## config.mk

```make
export PLATFORM = sky130hd
export DESIGN_NAME = fdp_top
export DESIGN_NICKNAME = d
export VERILOG_FILES = /design/src/rtl/fdp_pkg.sv /design/src/rtl/fdp_dds.sv /design/src/rtl/fdp_mfm.sv /design/src/rtl/fdp_top.sv
export VERILOG_INCLUDE_DIRS = /design/src /design/src/rtl
export SDC_FILE = /design/constraint.sdc
export NUM_CORES = 1
export LEC_CHECK = 0
export BUFFER_PORTS_ARGS = -buffer_cell sky130_fd_sc_hd__clkbuf_2
export CORE_MARGIN = 3
export CORE_UTILIZATION = 35
export CTS_BUF_LIST = sky130_fd_sc_hd__clkbuf_2
export CTS_CLUSTER_DIAMETER = 60
export CTS_CLUSTER_SIZE = 16
export DETAILED_ROUTE_END_ITERATION = 16
export MAX_ROUTING_LAYER = met4
export SETUP_SLACK_MARGIN = 0.2
export SYNTH_ARGS = -nofsm -noshare
export SYNTH_HDL_FRONTEND = slang
export SYNTH_SLANG_ARGS = --single-unit
```

## constraint.sdc

```tcl
create_clock -name i_mclk -period 17.45 [get_ports i_mclk]
set_input_delay 0 -clock i_mclk [delete_from_list [all_inputs] [get_ports i_mclk]]
set_output_delay 0 -clock i_mclk [all_outputs]
set_load 0.01 [all_outputs]
```

## src/rtl/fdp_defs.svh

```systemverilog
// Offsets, field positions, reset values and timing of the floppy data path
`ifndef FDP_DEFS_SVH
`define FDP_DEFS_SVH
// Register offsets on A2-0 and base on A9-3
`define FDP_BASE 7'h7e
`define FDP_OFS_STA 3'h0
`define FDP_OFS_MDR 3'h1
`define FDP_OFS_DOR 3'h2
`define FDP_OFS_CFG 3'h3
`define FDP_OFS_DSR 3'h4
`define FDP_OFS_DAT 3'h5
`define FDP_OFS_OPR 3'h6
`define FDP_OFS_CCR 3'h7
// Field positions
`define FDP_CFG_EN 3
`define FDP_CFG_ALT 2
`define FDP_DOR_RSTN 2
`define FDP_DOR_DMAEN 3
`define FDP_DSR_SWRST 7
`define FDP_OPR_RD 0
`define FDP_OPR_WR 1
`define FDP_OPR_FMT 2
`define FDP_CONF_EFIFO_N 5
`define FDP_MODE_FRD 0
`define FDP_MODE_FWR 1
`define FDP_MODE_BSTDIS 2
`define FDP_MODE_OD 3
`define FDP_MODE_DENS 4
`define FDP_PERP_ON 0
// Reset values
`define FDP_DOR_RST 8'h00
`define FDP_CFG_RST 8'h00
`define FDP_RATE_RST 2'h2
`define FDP_PCSEL_RST 3'h0
// Commands and fill bytes
`define FDP_CMD_MODE 8'h01
`define FDP_CMD_PERP 8'h12
`define FDP_CMD_CONFIGURE 8'h13
`define FDP_GAP_BYTE 8'h4e
`define FDP_PRE_BYTE 8'h00
// Timing
`define FDP_CLK_PS 50000
`define FDP_BIT_1M_NS 1000
`define FDP_BIT_500K_NS 2000
`define FDP_BIT_300K_NS 3333
`define FDP_BIT_250K_NS 4000
`define FDP_PC_STEP_PS 41667
`define FDP_PC_MAX_PS 250000
`define FDP_GAP2_STD 22
`define FDP_GAP2_PERP 41
`define FDP_LEAD_1M 38
`define FDP_LEAD_500K 19
`define FDP_PRE_LEN 12
`define FDP_LOCK_CNT 16
`define FDP_FIFO_DEPTH 16
`endif

```

## src/rtl/fdp_pkg.sv

```systemverilog
// Types shared by the floppy data path modules
package fdp_pkg;
  typedef logic [1:0] fdp_rate_t;
  typedef logic [7:0] fdp_byte_t;
  typedef enum logic [4:0] {
    ST_IDLE = 5'b00001,
    ST_GAP = 5'b00010,
    ST_PRE = 5'b00100,
    ST_WDAT = 5'b01000,
    ST_RDAT = 5'b10000
  } fdp_st_e;
endpackage

```

## src/rtl/fdp_dds.sv

```systemverilog
// Digital data separator: phase tracking, preamble lock, bit recovery
`include "fdp_defs.svh"
module fdp_dds import fdp_pkg::*; (
  input wire logic i_mclk,
  input wire logic i_rst,
  input wire logic i_run,
  input wire logic i_pulse,
  input wire logic [5:0] i_half,
  output logic o_bit_vld,
  output logic o_bit,
  output logic o_locked
);
  logic [5:0] ph_ff;
  logic win_ff;
  logic seen_ff;
  logic [4:0] lock_cnt_ff;
  logic wrap;
  logic [5:0] mid;

  assign wrap = (ph_ff == i_half - 6'h01);
  assign mid = i_half >> 1;

  // Phase snaps to each pulse; simple but keeps jitter margin centred
  always_ff @(posedge i_mclk) begin
    if (i_rst || !i_run) begin
      ph_ff <= 6'h00;
      win_ff <= 1'b0;
      seen_ff <= 1'b0;
      lock_cnt_ff <= 5'h00;
      o_locked <= 1'b0;
      o_bit_vld <= 1'b0;
      o_bit <= 1'b0;
    end else begin
      o_bit_vld <= 1'b0;
      ph_ff <= i_pulse ? mid + 6'h01 : (wrap ? 6'h00 : ph_ff + 6'h01);
      if (wrap && !i_pulse) begin
        win_ff <= ~win_ff;
      end
      if (i_pulse && !o_locked) begin
        if (win_ff) begin
          lock_cnt_ff <= 5'h00;
          win_ff <= 1'b0;
        end else if (lock_cnt_ff == 5'(`FDP_LOCK_CNT - 1)) begin
          o_locked <= 1'b1;
        end else begin
          lock_cnt_ff <= lock_cnt_ff + 5'h01;
        end
      end
      if (i_pulse && win_ff && o_locked) begin
        seen_ff <= 1'b1;
      end
      if (wrap && win_ff && !i_pulse) begin
        o_bit_vld <= o_locked;
        o_bit <= seen_ff;
        seen_ff <= 1'b0;
      end
    end
  end
endmodule

```

## src/rtl/fdp_mfm.sv

```systemverilog
// MFM serialiser with pattern-based write precompensation
`include "fdp_defs.svh"
module fdp_mfm import fdp_pkg::*; (
  input wire logic i_mclk,
  input wire logic i_rst,
  input wire logic i_run,
  input wire logic [5:0] i_half,
  input wire logic [2:0] i_pc,
  input wire fdp_byte_t i_byte,
  output logic o_byte_rdy,
  output logic o_pulse
);
  logic [7:0] sh_ff;
  logic [2:0] idx_ff;
  logic prev_ff;
  logic [5:0] ph_ff;
  logic win_ff;
  logic want_ff;
  logic [5:0] pos_ff;
  logic wrap;
  logic cur;
  logic nxt;
  logic [5:0] mid;

  assign wrap = (ph_ff == i_half - 6'h01);
  assign mid = i_half >> 1;
  assign cur = sh_ff[7];
  assign nxt = (idx_ff == 3'h7) ? 1'b0 : sh_ff[6];
  assign o_byte_rdy = i_run && wrap && win_ff && (idx_ff == 3'h7);

  // Cell timing follows the selected rate through i_half
  always_ff @(posedge i_mclk) begin
    if (i_rst || !i_run) begin
      sh_ff <= 8'h00;
      idx_ff <= 3'h7;
      prev_ff <= 1'b0;
      ph_ff <= 6'h00;
      win_ff <= 1'b1;
      want_ff <= 1'b0;
      pos_ff <= 6'h00;
      o_pulse <= 1'b0;
    end else begin
      o_pulse <= want_ff && (ph_ff == pos_ff);
      ph_ff <= wrap ? 6'h00 : ph_ff + 6'h01;
      if (wrap) begin
        win_ff <= ~win_ff;
        if (win_ff) begin
          // Data cell ends: next clock cell
          // clock only between zeros
          prev_ff <= (idx_ff == 3'h7) ? cur : prev_ff;
          want_ff <= !cur && !((idx_ff == 3'h7) ? i_byte[7] : sh_ff[6]);
          pos_ff <= mid;
          if (idx_ff == 3'h7) begin
            sh_ff <= i_byte;
            idx_ff <= 3'h0;
          end else begin
            sh_ff <= {sh_ff[6:0], 1'b0};
            idx_ff <= idx_ff + 3'h1;
          end
        end else begin
          want_ff <= cur;
          if (prev_ff && !nxt) begin
            pos_ff <= mid + 6'(i_pc);
          end else if (!prev_ff && nxt) begin
            pos_ff <= mid - 6'(i_pc);
          end else begin
            pos_ff <= mid;
          end
          prev_ff <= cur;
        end
      end
    end
  end
endmodule

```

## src/rtl/fdp_top.sv

```systemverilog
// Floppy controller data path: host port, DMA, FIFO, separator, writer
// Overview of operation
// - controller runs only when enable bit set
// - reset: FIFO off, outputs push-pull
// - configure command puts FIFO in path
// - mode: FIFO enables, burst, open-drain, density
// - A9-3 with AEN decode, A2-0 select
// - interrupt and DRQ/DACK/TC handshake
// - config bit 2 picks drive mode
// - AT mode: DMA bit gates IRQ/DRQ
// - alternate mode: always driven, low polarity
// - four software-selected MFM data rates
// - default precompensation by data rate
// - software precompensation override up to 250ns
// - digital PLL separates bits into bytes
// - non-preamble lock forces reference re-lock
// - undecodable shifted bit gives CRC error
// - perpendicular mode at 500 Kbps and 1 Mbps
// - pre-erase lead 38 or 19 bytes
// - last written rate register wins
// - perpendicular 1 Mbps gap 2 is 41
// - write gate at pre-erase head position
`include "fdp_defs.svh"
module fdp_top import fdp_pkg::*; (
  input wire logic i_mclk,
  input wire logic i_rst,
  input wire logic [9:0] i_addr,
  input wire logic i_aen,
  input wire logic i_wr,
  input wire logic i_rd,
  input wire logic [7:0] i_wdata,
  output logic [7:0] o_rdata,
  input wire logic i_dack_n,
  input wire logic i_tc,
  output logic o_irq,
  output logic o_irq_oe,
  output logic o_drq,
  output logic o_drq_oe,
  input wire logic i_read_data_n,
  output logic o_write_data_n,
  output logic o_write_data_oe,
  output logic o_write_gate_n,
  output logic o_write_gate_oe,
  output logic o_density_select,
  output logic o_density_oe
);
  localparam logic [5:0] HALF_1M = 6'(`FDP_BIT_1M_NS * 1000 / 2 / `FDP_CLK_PS);
  localparam logic [5:0] HALF_500K = 6'(`FDP_BIT_500K_NS * 1000 / 2 / `FDP_CLK_PS);
  localparam logic [5:0] HALF_300K = 6'(`FDP_BIT_300K_NS * 1000 / 2 / `FDP_CLK_PS);
  localparam logic [5:0] HALF_250K = 6'(`FDP_BIT_250K_NS * 1000 / 2 / `FDP_CLK_PS);
  localparam logic [2:0] PC_MAX = 3'(`FDP_PC_MAX_PS / `FDP_CLK_PS);

  logic [7:0] dor_ff;
  logic [7:0] cfg_ff;
  fdp_rate_t rate_ff;
  logic [2:0] pcsel_ff;
  logic swrst_ff;
  logic [7:0] cmd_ff;
  logic [1:0] left_ff;
  logic fifo_en_ff;
  logic frd_ff;
  logic fwr_ff;
  logic bstdis_ff;
  logic od_ff;
  logic [1:0] dens_ff;
  logic perp_ff;
  fdp_st_e st_ff;
  logic [5:0] bcnt_ff;
  logic tc_seen_ff;
  logic gate_ff;
  logic irq_ff;
  logic crc_err_ff;
  logic ovr_ff;
  logic urun_ff;
  logic drq_ff;
  logic gap_ff;
  fdp_byte_t mem_ff [`FDP_FIFO_DEPTH];
  logic [3:0] wp_ff;
  logic [3:0] rp_ff;
  logic [4:0] cnt_ff;
  logic [7:0] rsh_ff;
  logic [2:0] rbit_ff;
  logic rsync_ff;
  logic [15:0] crc_ff;
  logic rdn_s1_ff;
  logic rdn_s2_ff;
  logic rdn_s3_ff;

  logic [2:0] ofs;
  logic hit;
  logic en;
  logic alt;
  logic wr_reg;
  logic rd_reg;
  logic dack_act;
  logic core_rst;
  logic cmd_wr;
  logic op_wr;
  logic wr_op;
  logic rate_1m;
  logic [5:0] half;
  logic [2:0] pc;
  logic [5:0] gap_len;
  logic [5:0] gate_at;
  logic fifo_on;
  logic full;
  logic empty;
  logic hd_wr;
  logic hd_rd;
  logic push;
  logic pop;
  fdp_byte_t push_data;
  fdp_byte_t tx_byte;
  logic mfm_rdy;
  logic mfm_pulse;
  logic dds_vld;
  logic dds_bit;
  logic dds_locked;
  logic byte_done;
  logic tc_ev;
  logic rd_end;
  logic wr_end;
  logic dens_pin;
  logic [7:0] rd_mux;

  assign ofs = i_addr[2:0];
  assign hit = !i_aen && (i_addr[9:3] == `FDP_BASE);
  assign en = cfg_ff[`FDP_CFG_EN];
  assign alt = cfg_ff[`FDP_CFG_ALT];
  assign wr_reg = hit && i_wr && (en || ofs == `FDP_OFS_CFG);
  assign rd_reg = hit && i_rd && (en || ofs == `FDP_OFS_CFG);
  assign dack_act = !i_dack_n && en;
  assign core_rst = i_rst || swrst_ff || !dor_ff[`FDP_DOR_RSTN] || !en;
  assign cmd_wr = wr_reg && ofs == `FDP_OFS_DAT && st_ff == ST_IDLE;
  assign op_wr = wr_reg && ofs == `FDP_OFS_OPR && st_ff == ST_IDLE;
  assign wr_op = st_ff == ST_GAP || st_ff == ST_PRE || st_ff == ST_WDAT;
  assign rate_1m = rate_ff == 2'h3;

  always_comb begin
    unique case (rate_ff)
      2'h0: half = HALF_500K;
      2'h1: half = HALF_300K;
      2'h2: half = HALF_250K;
      2'h3: half = HALF_1M;
    endcase
  end

  // Precompensation in cycles, rounded up, capped at the maximum
  function automatic logic [2:0] pc_cycles(input logic [2:0] sel, input logic r1m);
    logic [2:0] k;
    logic [2:0] c;
    k = (sel == 3'h0) ? (r1m ? 3'h1 : 3'h3) : ((sel == 3'h7) ? 3'h0 : sel);
    c = 3'((32'(k) * `FDP_PC_STEP_PS + `FDP_CLK_PS - 1) / `FDP_CLK_PS);
    return (c > PC_MAX) ? PC_MAX : c;
  endfunction
  assign pc = pc_cycles(pcsel_ff, rate_1m);

  assign gap_len = (perp_ff && rate_1m) ? 6'(`FDP_GAP2_PERP) : 6'(`FDP_GAP2_STD);
  always_comb begin
    gate_at = gap_len;
    if (perp_ff && rate_1m) begin
      gate_at = gap_len - 6'(`FDP_LEAD_1M);
    end else if (perp_ff && rate_ff == 2'h0) begin
      gate_at = gap_len - 6'(`FDP_LEAD_500K);
    end
  end

  // Configuration and digital output registers survive soft reset
  always_ff @(posedge i_mclk) begin
    if (i_rst) begin
      cfg_ff <= `FDP_CFG_RST;
    end else if (hit && i_wr && ofs == `FDP_OFS_CFG) begin
      cfg_ff <= i_wdata;
    end
  end

  always_ff @(posedge i_mclk) begin
    if (i_rst) begin
      dor_ff <= `FDP_DOR_RST;
    end else if (wr_reg && ofs == `FDP_OFS_DOR) begin
      dor_ff <= i_wdata;
    end
  end

  always_ff @(posedge i_mclk) begin
    if (i_rst) begin
      rate_ff <= `FDP_RATE_RST;
    end else if (wr_reg && (ofs == `FDP_OFS_DSR || ofs == `FDP_OFS_CCR)) begin
      rate_ff <= i_wdata[1:0];
    end
  end

  // Precompensation select and self-clearing soft reset
  always_ff @(posedge i_mclk) begin
    if (i_rst) begin
      pcsel_ff <= `FDP_PCSEL_RST;
      swrst_ff <= 1'b0;
    end else begin
      swrst_ff <= wr_reg && ofs == `FDP_OFS_DSR && i_wdata[`FDP_DSR_SWRST];
      if (wr_reg && ofs == `FDP_OFS_DSR) begin
        pcsel_ff <= i_wdata[4:2];
      end
    end
  end

  // Command byte counter; parameters follow the opcode
  always_ff @(posedge i_mclk) begin
    if (core_rst) begin
      cmd_ff <= 8'h00;
      left_ff <= 2'h0;
    end else if (cmd_wr) begin
      if (left_ff == 2'h0) begin
        cmd_ff <= i_wdata;
        unique case (i_wdata)
          `FDP_CMD_CONFIGURE: left_ff <= 2'h3;
          `FDP_CMD_MODE: left_ff <= 2'h1;
          `FDP_CMD_PERP: left_ff <= 2'h1;
          default: left_ff <= 2'h0;
        endcase
      end else begin
        left_ff <= left_ff - 2'h1;
      end
    end
  end

  always_ff @(posedge i_mclk) begin
    if (core_rst) begin
      fifo_en_ff <= 1'b0;
      frd_ff <= 1'b1;
      fwr_ff <= 1'b1;
      bstdis_ff <= 1'b0;
      od_ff <= 1'b0;
      dens_ff <= 2'h0;
      perp_ff <= 1'b0;
    end else if (cmd_wr && left_ff != 2'h0) begin
      unique case (cmd_ff)
        `FDP_CMD_CONFIGURE: begin
          if (left_ff == 2'h2) begin
            fifo_en_ff <= !i_wdata[`FDP_CONF_EFIFO_N];
          end
        end
        `FDP_CMD_MODE: begin
          frd_ff <= i_wdata[`FDP_MODE_FRD];
          fwr_ff <= i_wdata[`FDP_MODE_FWR];
          bstdis_ff <= i_wdata[`FDP_MODE_BSTDIS];
          od_ff <= i_wdata[`FDP_MODE_OD];
          dens_ff <= i_wdata[`FDP_MODE_DENS +: 2];
        end
        `FDP_CMD_PERP: perp_ff <= i_wdata[`FDP_PERP_ON];
        default: perp_ff <= perp_ff;
      endcase
    end
  end

  // host data from the data port or under DACK; TC qualified by DACK
  assign hd_wr = ((wr_reg && ofs == `FDP_OFS_DAT) || (dack_act && i_wr)) && wr_op;
  assign hd_rd = ((rd_reg && ofs == `FDP_OFS_DAT) || (dack_act && i_rd)) && st_ff == ST_RDAT;
  assign tc_ev = dack_act && (i_rd || i_wr) && (alt ? !i_tc : i_tc);

  // FIFO only in path when enabled
  assign fifo_on = fifo_en_ff && (st_ff == ST_RDAT ? frd_ff : fwr_ff);
  assign full = fifo_on ? cnt_ff == 5'(`FDP_FIFO_DEPTH) : cnt_ff != 5'h00;
  assign empty = cnt_ff == 5'h00;
  assign byte_done = dds_vld && st_ff == ST_RDAT && rsync_ff && rbit_ff == 3'h7;
  assign push_data = (st_ff == ST_RDAT) ? {rsh_ff[6:0], dds_bit} : i_wdata;
  assign push = (st_ff == ST_RDAT) ? byte_done && !full : hd_wr && !full;
  assign pop = (st_ff == ST_RDAT) ? hd_rd && !empty : st_ff == ST_WDAT && mfm_rdy && !empty;

  // FIFO storage, one flop row per entry
  for (genvar g = 0; g < `FDP_FIFO_DEPTH; g++) begin : g_ent
    always_ff @(posedge i_mclk) begin
      if (push && wp_ff == 4'(g)) begin
        mem_ff[g] <= push_data;
      end
    end
  end

  always_ff @(posedge i_mclk) begin
    if (core_rst || op_wr) begin
      wp_ff <= 4'h0;
      rp_ff <= 4'h0;
      cnt_ff <= 5'h00;
    end else begin
      wp_ff <= wp_ff + 4'(push);
      rp_ff <= rp_ff + 4'(pop);
      cnt_ff <= cnt_ff + 5'(push) - 5'(pop);
    end
  end

  // Read pin passes three flops; edge found on the later pair only
  always_ff @(posedge i_mclk) begin
    if (i_rst) begin
      rdn_s1_ff <= 1'b1;
      rdn_s2_ff <= 1'b1;
      rdn_s3_ff <= 1'b1;
    end else begin
      rdn_s1_ff <= i_read_data_n;
      rdn_s2_ff <= rdn_s1_ff;
      rdn_s3_ff <= rdn_s2_ff;
    end
  end

  fdp_dds u_dds (
    .i_mclk(i_mclk),
    .i_rst(core_rst),
    .i_run(st_ff == ST_RDAT),
    .i_pulse(rdn_s3_ff && !rdn_s2_ff),
    .i_half(half),
    .o_bit_vld(dds_vld),
    .o_bit(dds_bit),
    .o_locked(dds_locked)
  );

  // Bytes align on the first one after lock, the sync mark lead
  always_ff @(posedge i_mclk) begin
    if (core_rst || op_wr) begin
      rsh_ff <= 8'h00;
      rbit_ff <= 3'h0;
      rsync_ff <= 1'b0;
      crc_ff <= 16'hffff;
    end else if (st_ff == ST_RDAT && dds_vld && (rsync_ff || dds_bit)) begin
      rsync_ff <= 1'b1;
      rsh_ff <= {rsh_ff[6:0], dds_bit};
      rbit_ff <= rbit_ff + 3'h1;
      crc_ff <= {crc_ff[14:0], 1'b0} ^ ({16{crc_ff[15] ^ dds_bit}} & 16'h1021);
    end
  end

  assign tx_byte = (st_ff == ST_GAP) ? `FDP_GAP_BYTE :
                   (st_ff == ST_PRE) ? `FDP_PRE_BYTE : mem_ff[rp_ff];

  fdp_mfm u_mfm (
    .i_mclk(i_mclk),
    .i_rst(core_rst),
    .i_run(wr_op),
    .i_half(half),
    .i_pc(pc),
    .i_byte(tx_byte),
    .o_byte_rdy(mfm_rdy),
    .o_pulse(mfm_pulse)
  );

  // A byte boundary with nothing queued ends the write
  assign wr_end = st_ff == ST_WDAT && mfm_rdy && empty;
  assign rd_end = st_ff == ST_RDAT && tc_seen_ff;

  // Operation sequence: gap, preamble, data; or read until TC
  always_ff @(posedge i_mclk) begin
    if (core_rst) begin
      st_ff <= ST_IDLE;
      bcnt_ff <= 6'h00;
    end else begin
      unique case (st_ff)
        ST_IDLE: begin
          bcnt_ff <= 6'h00;
          if (op_wr && i_wdata[`FDP_OPR_RD]) begin
            st_ff <= ST_RDAT;
          end else if (op_wr && (i_wdata[`FDP_OPR_WR] || i_wdata[`FDP_OPR_FMT])) begin
            st_ff <= ST_GAP;
          end
        end
        ST_GAP: begin
          if (mfm_rdy) begin
            bcnt_ff <= (bcnt_ff == gap_len - 6'h01) ? 6'h00 : bcnt_ff + 6'h01;
            if (bcnt_ff == gap_len - 6'h01) begin
              st_ff <= ST_PRE;
            end
          end
        end
        ST_PRE: begin
          if (mfm_rdy) begin
            bcnt_ff <= bcnt_ff + 6'h01;
            if (bcnt_ff == 6'(`FDP_PRE_LEN - 1)) begin
              st_ff <= ST_WDAT;
            end
          end
        end
        ST_WDAT: begin
          if (wr_end) begin
            st_ff <= ST_IDLE;
          end
        end
        ST_RDAT: begin
          if (rd_end) begin
            st_ff <= ST_IDLE;
          end
        end
      endcase
    end
  end

  always_ff @(posedge i_mclk) begin
    if (core_rst) begin
      gate_ff <= 1'b0;
    end else begin
      // Counts step at byte load, so a byte is out only once the next one loads
      gate_ff <= (st_ff == ST_GAP && bcnt_ff > gate_at) ||
                 (st_ff == ST_PRE && (bcnt_ff != 6'h00 || gate_at < gap_len)) ||
                 (st_ff == ST_WDAT && !wr_end);
    end
  end

  // Status flags; a setting event wins over a clear in the same cycle
  always_ff @(posedge i_mclk) begin
    if (core_rst) begin
      tc_seen_ff <= 1'b0;
      irq_ff <= 1'b0;
      crc_err_ff <= 1'b0;
      ovr_ff <= 1'b0;
      urun_ff <= 1'b0;
    end else begin
      if (op_wr) begin
        tc_seen_ff <= 1'b0;
        crc_err_ff <= 1'b0;
        ovr_ff <= 1'b0;
        urun_ff <= 1'b0;
      end
      if (rd_reg && ofs == `FDP_OFS_STA) begin
        irq_ff <= 1'b0;
      end
      if (tc_ev) begin
        tc_seen_ff <= 1'b1;
      end
      if (byte_done && full) begin
        ovr_ff <= 1'b1;
      end
      if (wr_end && !tc_seen_ff) begin
        urun_ff <= 1'b1;
      end
      if (rd_end && crc_ff != 16'h0000) begin
        crc_err_ff <= 1'b1;
      end
      if (rd_end || wr_end) begin
        irq_ff <= 1'b1;
      end
    end
  end

  // DMA request; non-burst drops it after each byte
  always_ff @(posedge i_mclk) begin
    if (core_rst) begin
      drq_ff <= 1'b0;
      gap_ff <= 1'b0;
    end else begin
      gap_ff <= bstdis_ff && dack_act && (i_rd || i_wr);
      drq_ff <= !tc_seen_ff && !tc_ev && !gap_ff && !(bstdis_ff && dack_act && (i_rd || i_wr)) &&
                ((st_ff == ST_RDAT && cnt_ff > 5'(pop)) || (wr_op && !full && !hd_wr));
    end
  end

  assign o_irq = irq_ff;
  assign o_drq = drq_ff;

  always_ff @(posedge i_mclk) begin
    if (i_rst) begin
      o_irq_oe <= 1'b0;
      o_drq_oe <= 1'b0;
    end else begin
      o_irq_oe <= alt || dor_ff[`FDP_DOR_DMAEN];
      o_drq_oe <= alt || dor_ff[`FDP_DOR_DMAEN];
    end
  end

  // density: auto, forced low, forced high
  always_comb begin
    unique case (dens_ff)
      2'h1: dens_pin = 1'b0;
      2'h2: dens_pin = 1'b1;
      default: dens_pin = rate_ff == 2'h0 || rate_1m;
    endcase
  end

  always_ff @(posedge i_mclk) begin
    if (i_rst) begin
      o_write_data_n <= 1'b1;
      o_write_data_oe <= 1'b1;
      o_write_gate_n <= 1'b1;
      o_write_gate_oe <= 1'b1;
      o_density_select <= 1'b0;
      o_density_oe <= 1'b1;
    end else begin
      o_write_data_n <= od_ff ? 1'b0 : !mfm_pulse;
      o_write_data_oe <= od_ff ? mfm_pulse : 1'b1;
      o_write_gate_n <= od_ff ? 1'b0 : !gate_ff;
      o_write_gate_oe <= od_ff ? gate_ff : 1'b1;
      o_density_select <= od_ff ? 1'b0 : (alt ? !dens_pin : dens_pin);
      o_density_oe <= od_ff ? (alt ? dens_pin : !dens_pin) : 1'b1;
    end
  end

  // Read data mux; DMA reads return the FIFO head
  always_comb begin
    rd_mux = 8'h00;
    if (dack_act && i_rd) begin
      rd_mux = mem_ff[rp_ff];
    end else if (rd_reg) begin
      unique case (ofs)
        `FDP_OFS_STA: rd_mux = {irq_ff, crc_err_ff, ovr_ff, urun_ff, dds_locked, perp_ff, alt, en};
        `FDP_OFS_MDR: rd_mux = {fifo_en_ff, perp_ff, dens_ff, od_ff, bstdis_ff, fwr_ff, frd_ff};
        `FDP_OFS_DOR: rd_mux = dor_ff;
        `FDP_OFS_CFG: rd_mux = cfg_ff;
        `FDP_OFS_DSR: rd_mux = {1'b1, st_ff == ST_RDAT, st_ff != ST_IDLE, cnt_ff};
        `FDP_OFS_DAT: rd_mux = mem_ff[rp_ff];
        `FDP_OFS_OPR: rd_mux = {3'h0, st_ff};
        `FDP_OFS_CCR: rd_mux = {3'h0, pcsel_ff, rate_ff};
      endcase
    end
  end

  always_ff @(posedge i_mclk) begin
    if (i_rst) begin
      o_rdata <= 8'h00;
    end else begin
      o_rdata <= rd_mux;
    end
  end
endmodule

```

==> run metrics <==
status=completed; Cell Area, Placed=16070 µm²; Initial Util=35.58%; worst r2r dst=u_mfm.pos_ff[2]; total core area=43170 µm²; min setup slack post-route=9441 ps; YS warnings=0; Vias/cell=about 5.3; ys flop type=dfxtp_1; worst r2r src=rate_ff[1]; Tmin final=8009 ps; Remaining DRCs=0; Max Clock Skew=around 140 ps; wire length of the first global-routing pass=approximately 64 mm; Required @ worst endpoint=18280 ps; CTS clock-pin slew for the worst setup and hold paths=300 ps; Wirelength per Cell=18.16 µm; final slew viol count=0; hold path start=i_wdata[5]; reg2reg path depth=28; cell count after synthesis=between 1.5k and 2k; Final setup viols=0; Setup Buffers After CTS=0; largest fanout on the critical path=13; clock latency at the later pin of the worst-skew pair=1000 ps; Final GP Congestion=0.9193; Final Cell Area=between 15000 and 20000 µm²; CP endpoint kind=flop; die width=215.5 µm; number of port buffers=43; Die Footprint=46430 µm²; DR iter-0 viols=860; largest net degree at the start of global routing=40; post-synthesis sequential element count=~290; Max-slew headroom=14.64%; Max Freq=124.9 MHz; crit-path most repeated cell=ha_1; VDD IR max=0.05421 mV; hold path depth=7; share of cells above drive strength 1=10.69%; Max clock buf depth=3; Die Ht=215.5 µm; post-synthesis cell type count=100; CTS root buf=clkbuf_2; commonest non-fill, non-tap cell in the layout=nor2_1; critical path arrival=8840 ps; remaining global-route overflow=0; Rows=76; area grow syn2layout=9.637%; RSZ-0062 raised after global routing=no; slowest stage cell, crit path=ha_1; drt pass-1 iters=7; post-route ant nets=0; Post-synth EDFFs=128; Hold Violations, Final=0; synthesized area=15360 µm²; detailed placement HPWL=28.44 mm; max-cap viol count=0; Post-Route Setup TNS=0 ps; Core Util, Final=around 39%; vias in the first global route=11.35k; sequential share of the synthesized area=between 40% and 50%; max incr delay on CP=540 ps; startpoint type of the worst setup path=flop; DP Worst Slack=approximately 9600 ps; Tightest Pin Transition=1272 ps; Setup CP Type=flop to flop; Hold Path End=left_ff[0]; Filler cells=4351; GRT Util Overall=17.56%; Post-synth ARST share=0%; io pins=44; CTS H-tree lvls=1; final net count=1726; most frequent cells in the layout=196 x nor2_1, 174 x nand2_1, 159 x dfxtp_1; TritonCTS Buffers=25; CTS tree=done; register-to-register setup slack=9440 ps; clk sink count=288; period utilisation layout=45.90%; P per Cell Area=a little over 60 nW/µm²; total routed wirelength=40.54 mm; min-delay worst type=input port to flop; initial antenna violation count=1; Synth Area per Inst=9.802 µm²; via count=11.89k; leakage power=5.842 nW
## per-stage QoR
step	cells	power, mW	hold WS [ps]
2_1_floorplan	1568	0.7310	103.8
3_3_place_gp	2138	0.7421	269.7
3_5_place_dp	2138	0.7426	255.9
4_1_cts	2230	1.041	9.272
5_1_grt	2233	1.073	26.55
6_report	2233	1.029	92.42
## how the worst max path moves through the flow
stage               startpoint              end  slack, ps  cells after the start
floorplan           rate_ff[1]  u_mfm.pos_ff[2]      10720                     29
global placement    rate_ff[1]  u_mfm.pos_ff[2]       9720                     28
CTS                 rate_ff[1]  u_mfm.pos_ff[2]       9460                     28
finish              rate_ff[1]  u_mfm.pos_ff[2]       9440                     28
global route        rate_ff[1]  u_mfm.pos_ff[2]       8790                     28
detailed placement  rate_ff[1]  u_mfm.pos_ff[2]       9570                     28
## registers in the layout, summed over array words and instances (netlist names), 4 cells and up
signal             flops
cnt_ff                 5
wp_ff                  4
st_ff                  5
o_rdata                8
u_mfm.sh_ff            8
rsh_ff                 7
bcnt_ff                6
u_dds.ph_ff            6
u_dds.lock_cnt_ff      5
cmd_ff                 8
u_mfm.pos_ff           6
mem_ff               128
dor_ff                 8
rp_ff                  4
u_mfm.ph_ff            6
cfg_ff                 8
crc_ff                16
## what timing repair did
action | CTS | global route
resized for setup | 0 | 0
hold buffers | 49 | 2
endpoints found under the hold margin | 187 | 2
## synthesized netlist by cell type, drive strengths merged, types with 6 or more instances
library cell	number	share of area, %
nor2	196	4.8
nand2	175	4.3
dfxtp	160	21
edfxtp	128	25
a21oi	88	2.9
mux2i	74	4.8
ha	63	5.1
nand3	62	2.1
o21ai	58	1.9
clkbuf	54	1.5
nor3	52	1.8
xnor2	51	2.9
inv	45	1.1
xor2	25	1.5
nand2b	21	0.95
a31oi	20	1.0
buf	20	0.88
mux4	20	2.9
and2	16	0.67
or2	14	0.57
a221oi	13	0.74
a22oi	13	0.64
o211ai	13	0.64
a211oi	12	0.62
nor2b	12	0.49
and3	11	0.46
nand4	11	0.45
nor4	11	0.45
nor3b	9	0.44
o31ai	8	0.46
a211o	6	0.34
a32oi	6	0.34
fa	6	0.78
or3	6	0.24
## cell type report
type / instances / area (µm²) / area share, %
diodes: 1 / 2.502 / 0.01486
clock buffers: 32 / 160.2 / 0.9510
clock inverters: 11 / 92.59 / 0.5498
inverters: 47 / 178.9 / 1.062
multi-input cells: 1159 / 7780 / 46.20
flip-flops and latches: 288 / 7048 / 41.85
well taps: 585 / 732.0 / 4.347
repair buffers: 110 / 845.8 / 5.023
## per-layer routing
layer / share of wire (%) / track usage, % / vias to the layer above
met5: 0 / - / -
met4: 2.3 / 3.922 / 0
met3: 6.2 / 2.999 / 59
met2: 47 / 28.34 / 340
met1: 44 / 23.31 / 5730
li1: - / - / 5764
## worst max-delay path, delay by kind of cell, from the launching register on
kind	cells	cell delay (ps)
AO/OA/AOI/OAI	11	2500
adder cells (fa/ha/maj)	6	2210
AND/OR/NAND/NOR	8	2050
flip-flops	1	520
buffers and inverters	2	400
XOR/XNOR	1	230
## cells by family after synthesis
kind of cell	after synthesis	synth area share (%)
other cells	2	0.04889
xor+xnor	76	4.383
compound gates	293	12.89
flops	288	45.88
fa+ha+maj	69	5.914
buf+inv	121	3.495
simple gates	619	19.25
mux	99	8.146
## power breakdown
group          internal (mW)  switching, mW  total [mW]
clock                 0.0589          0.233       0.292
sequential             0.705       0.000122       0.706
combinational         0.0110         0.0203      0.0313
Power figures use the tool's default switching activity.
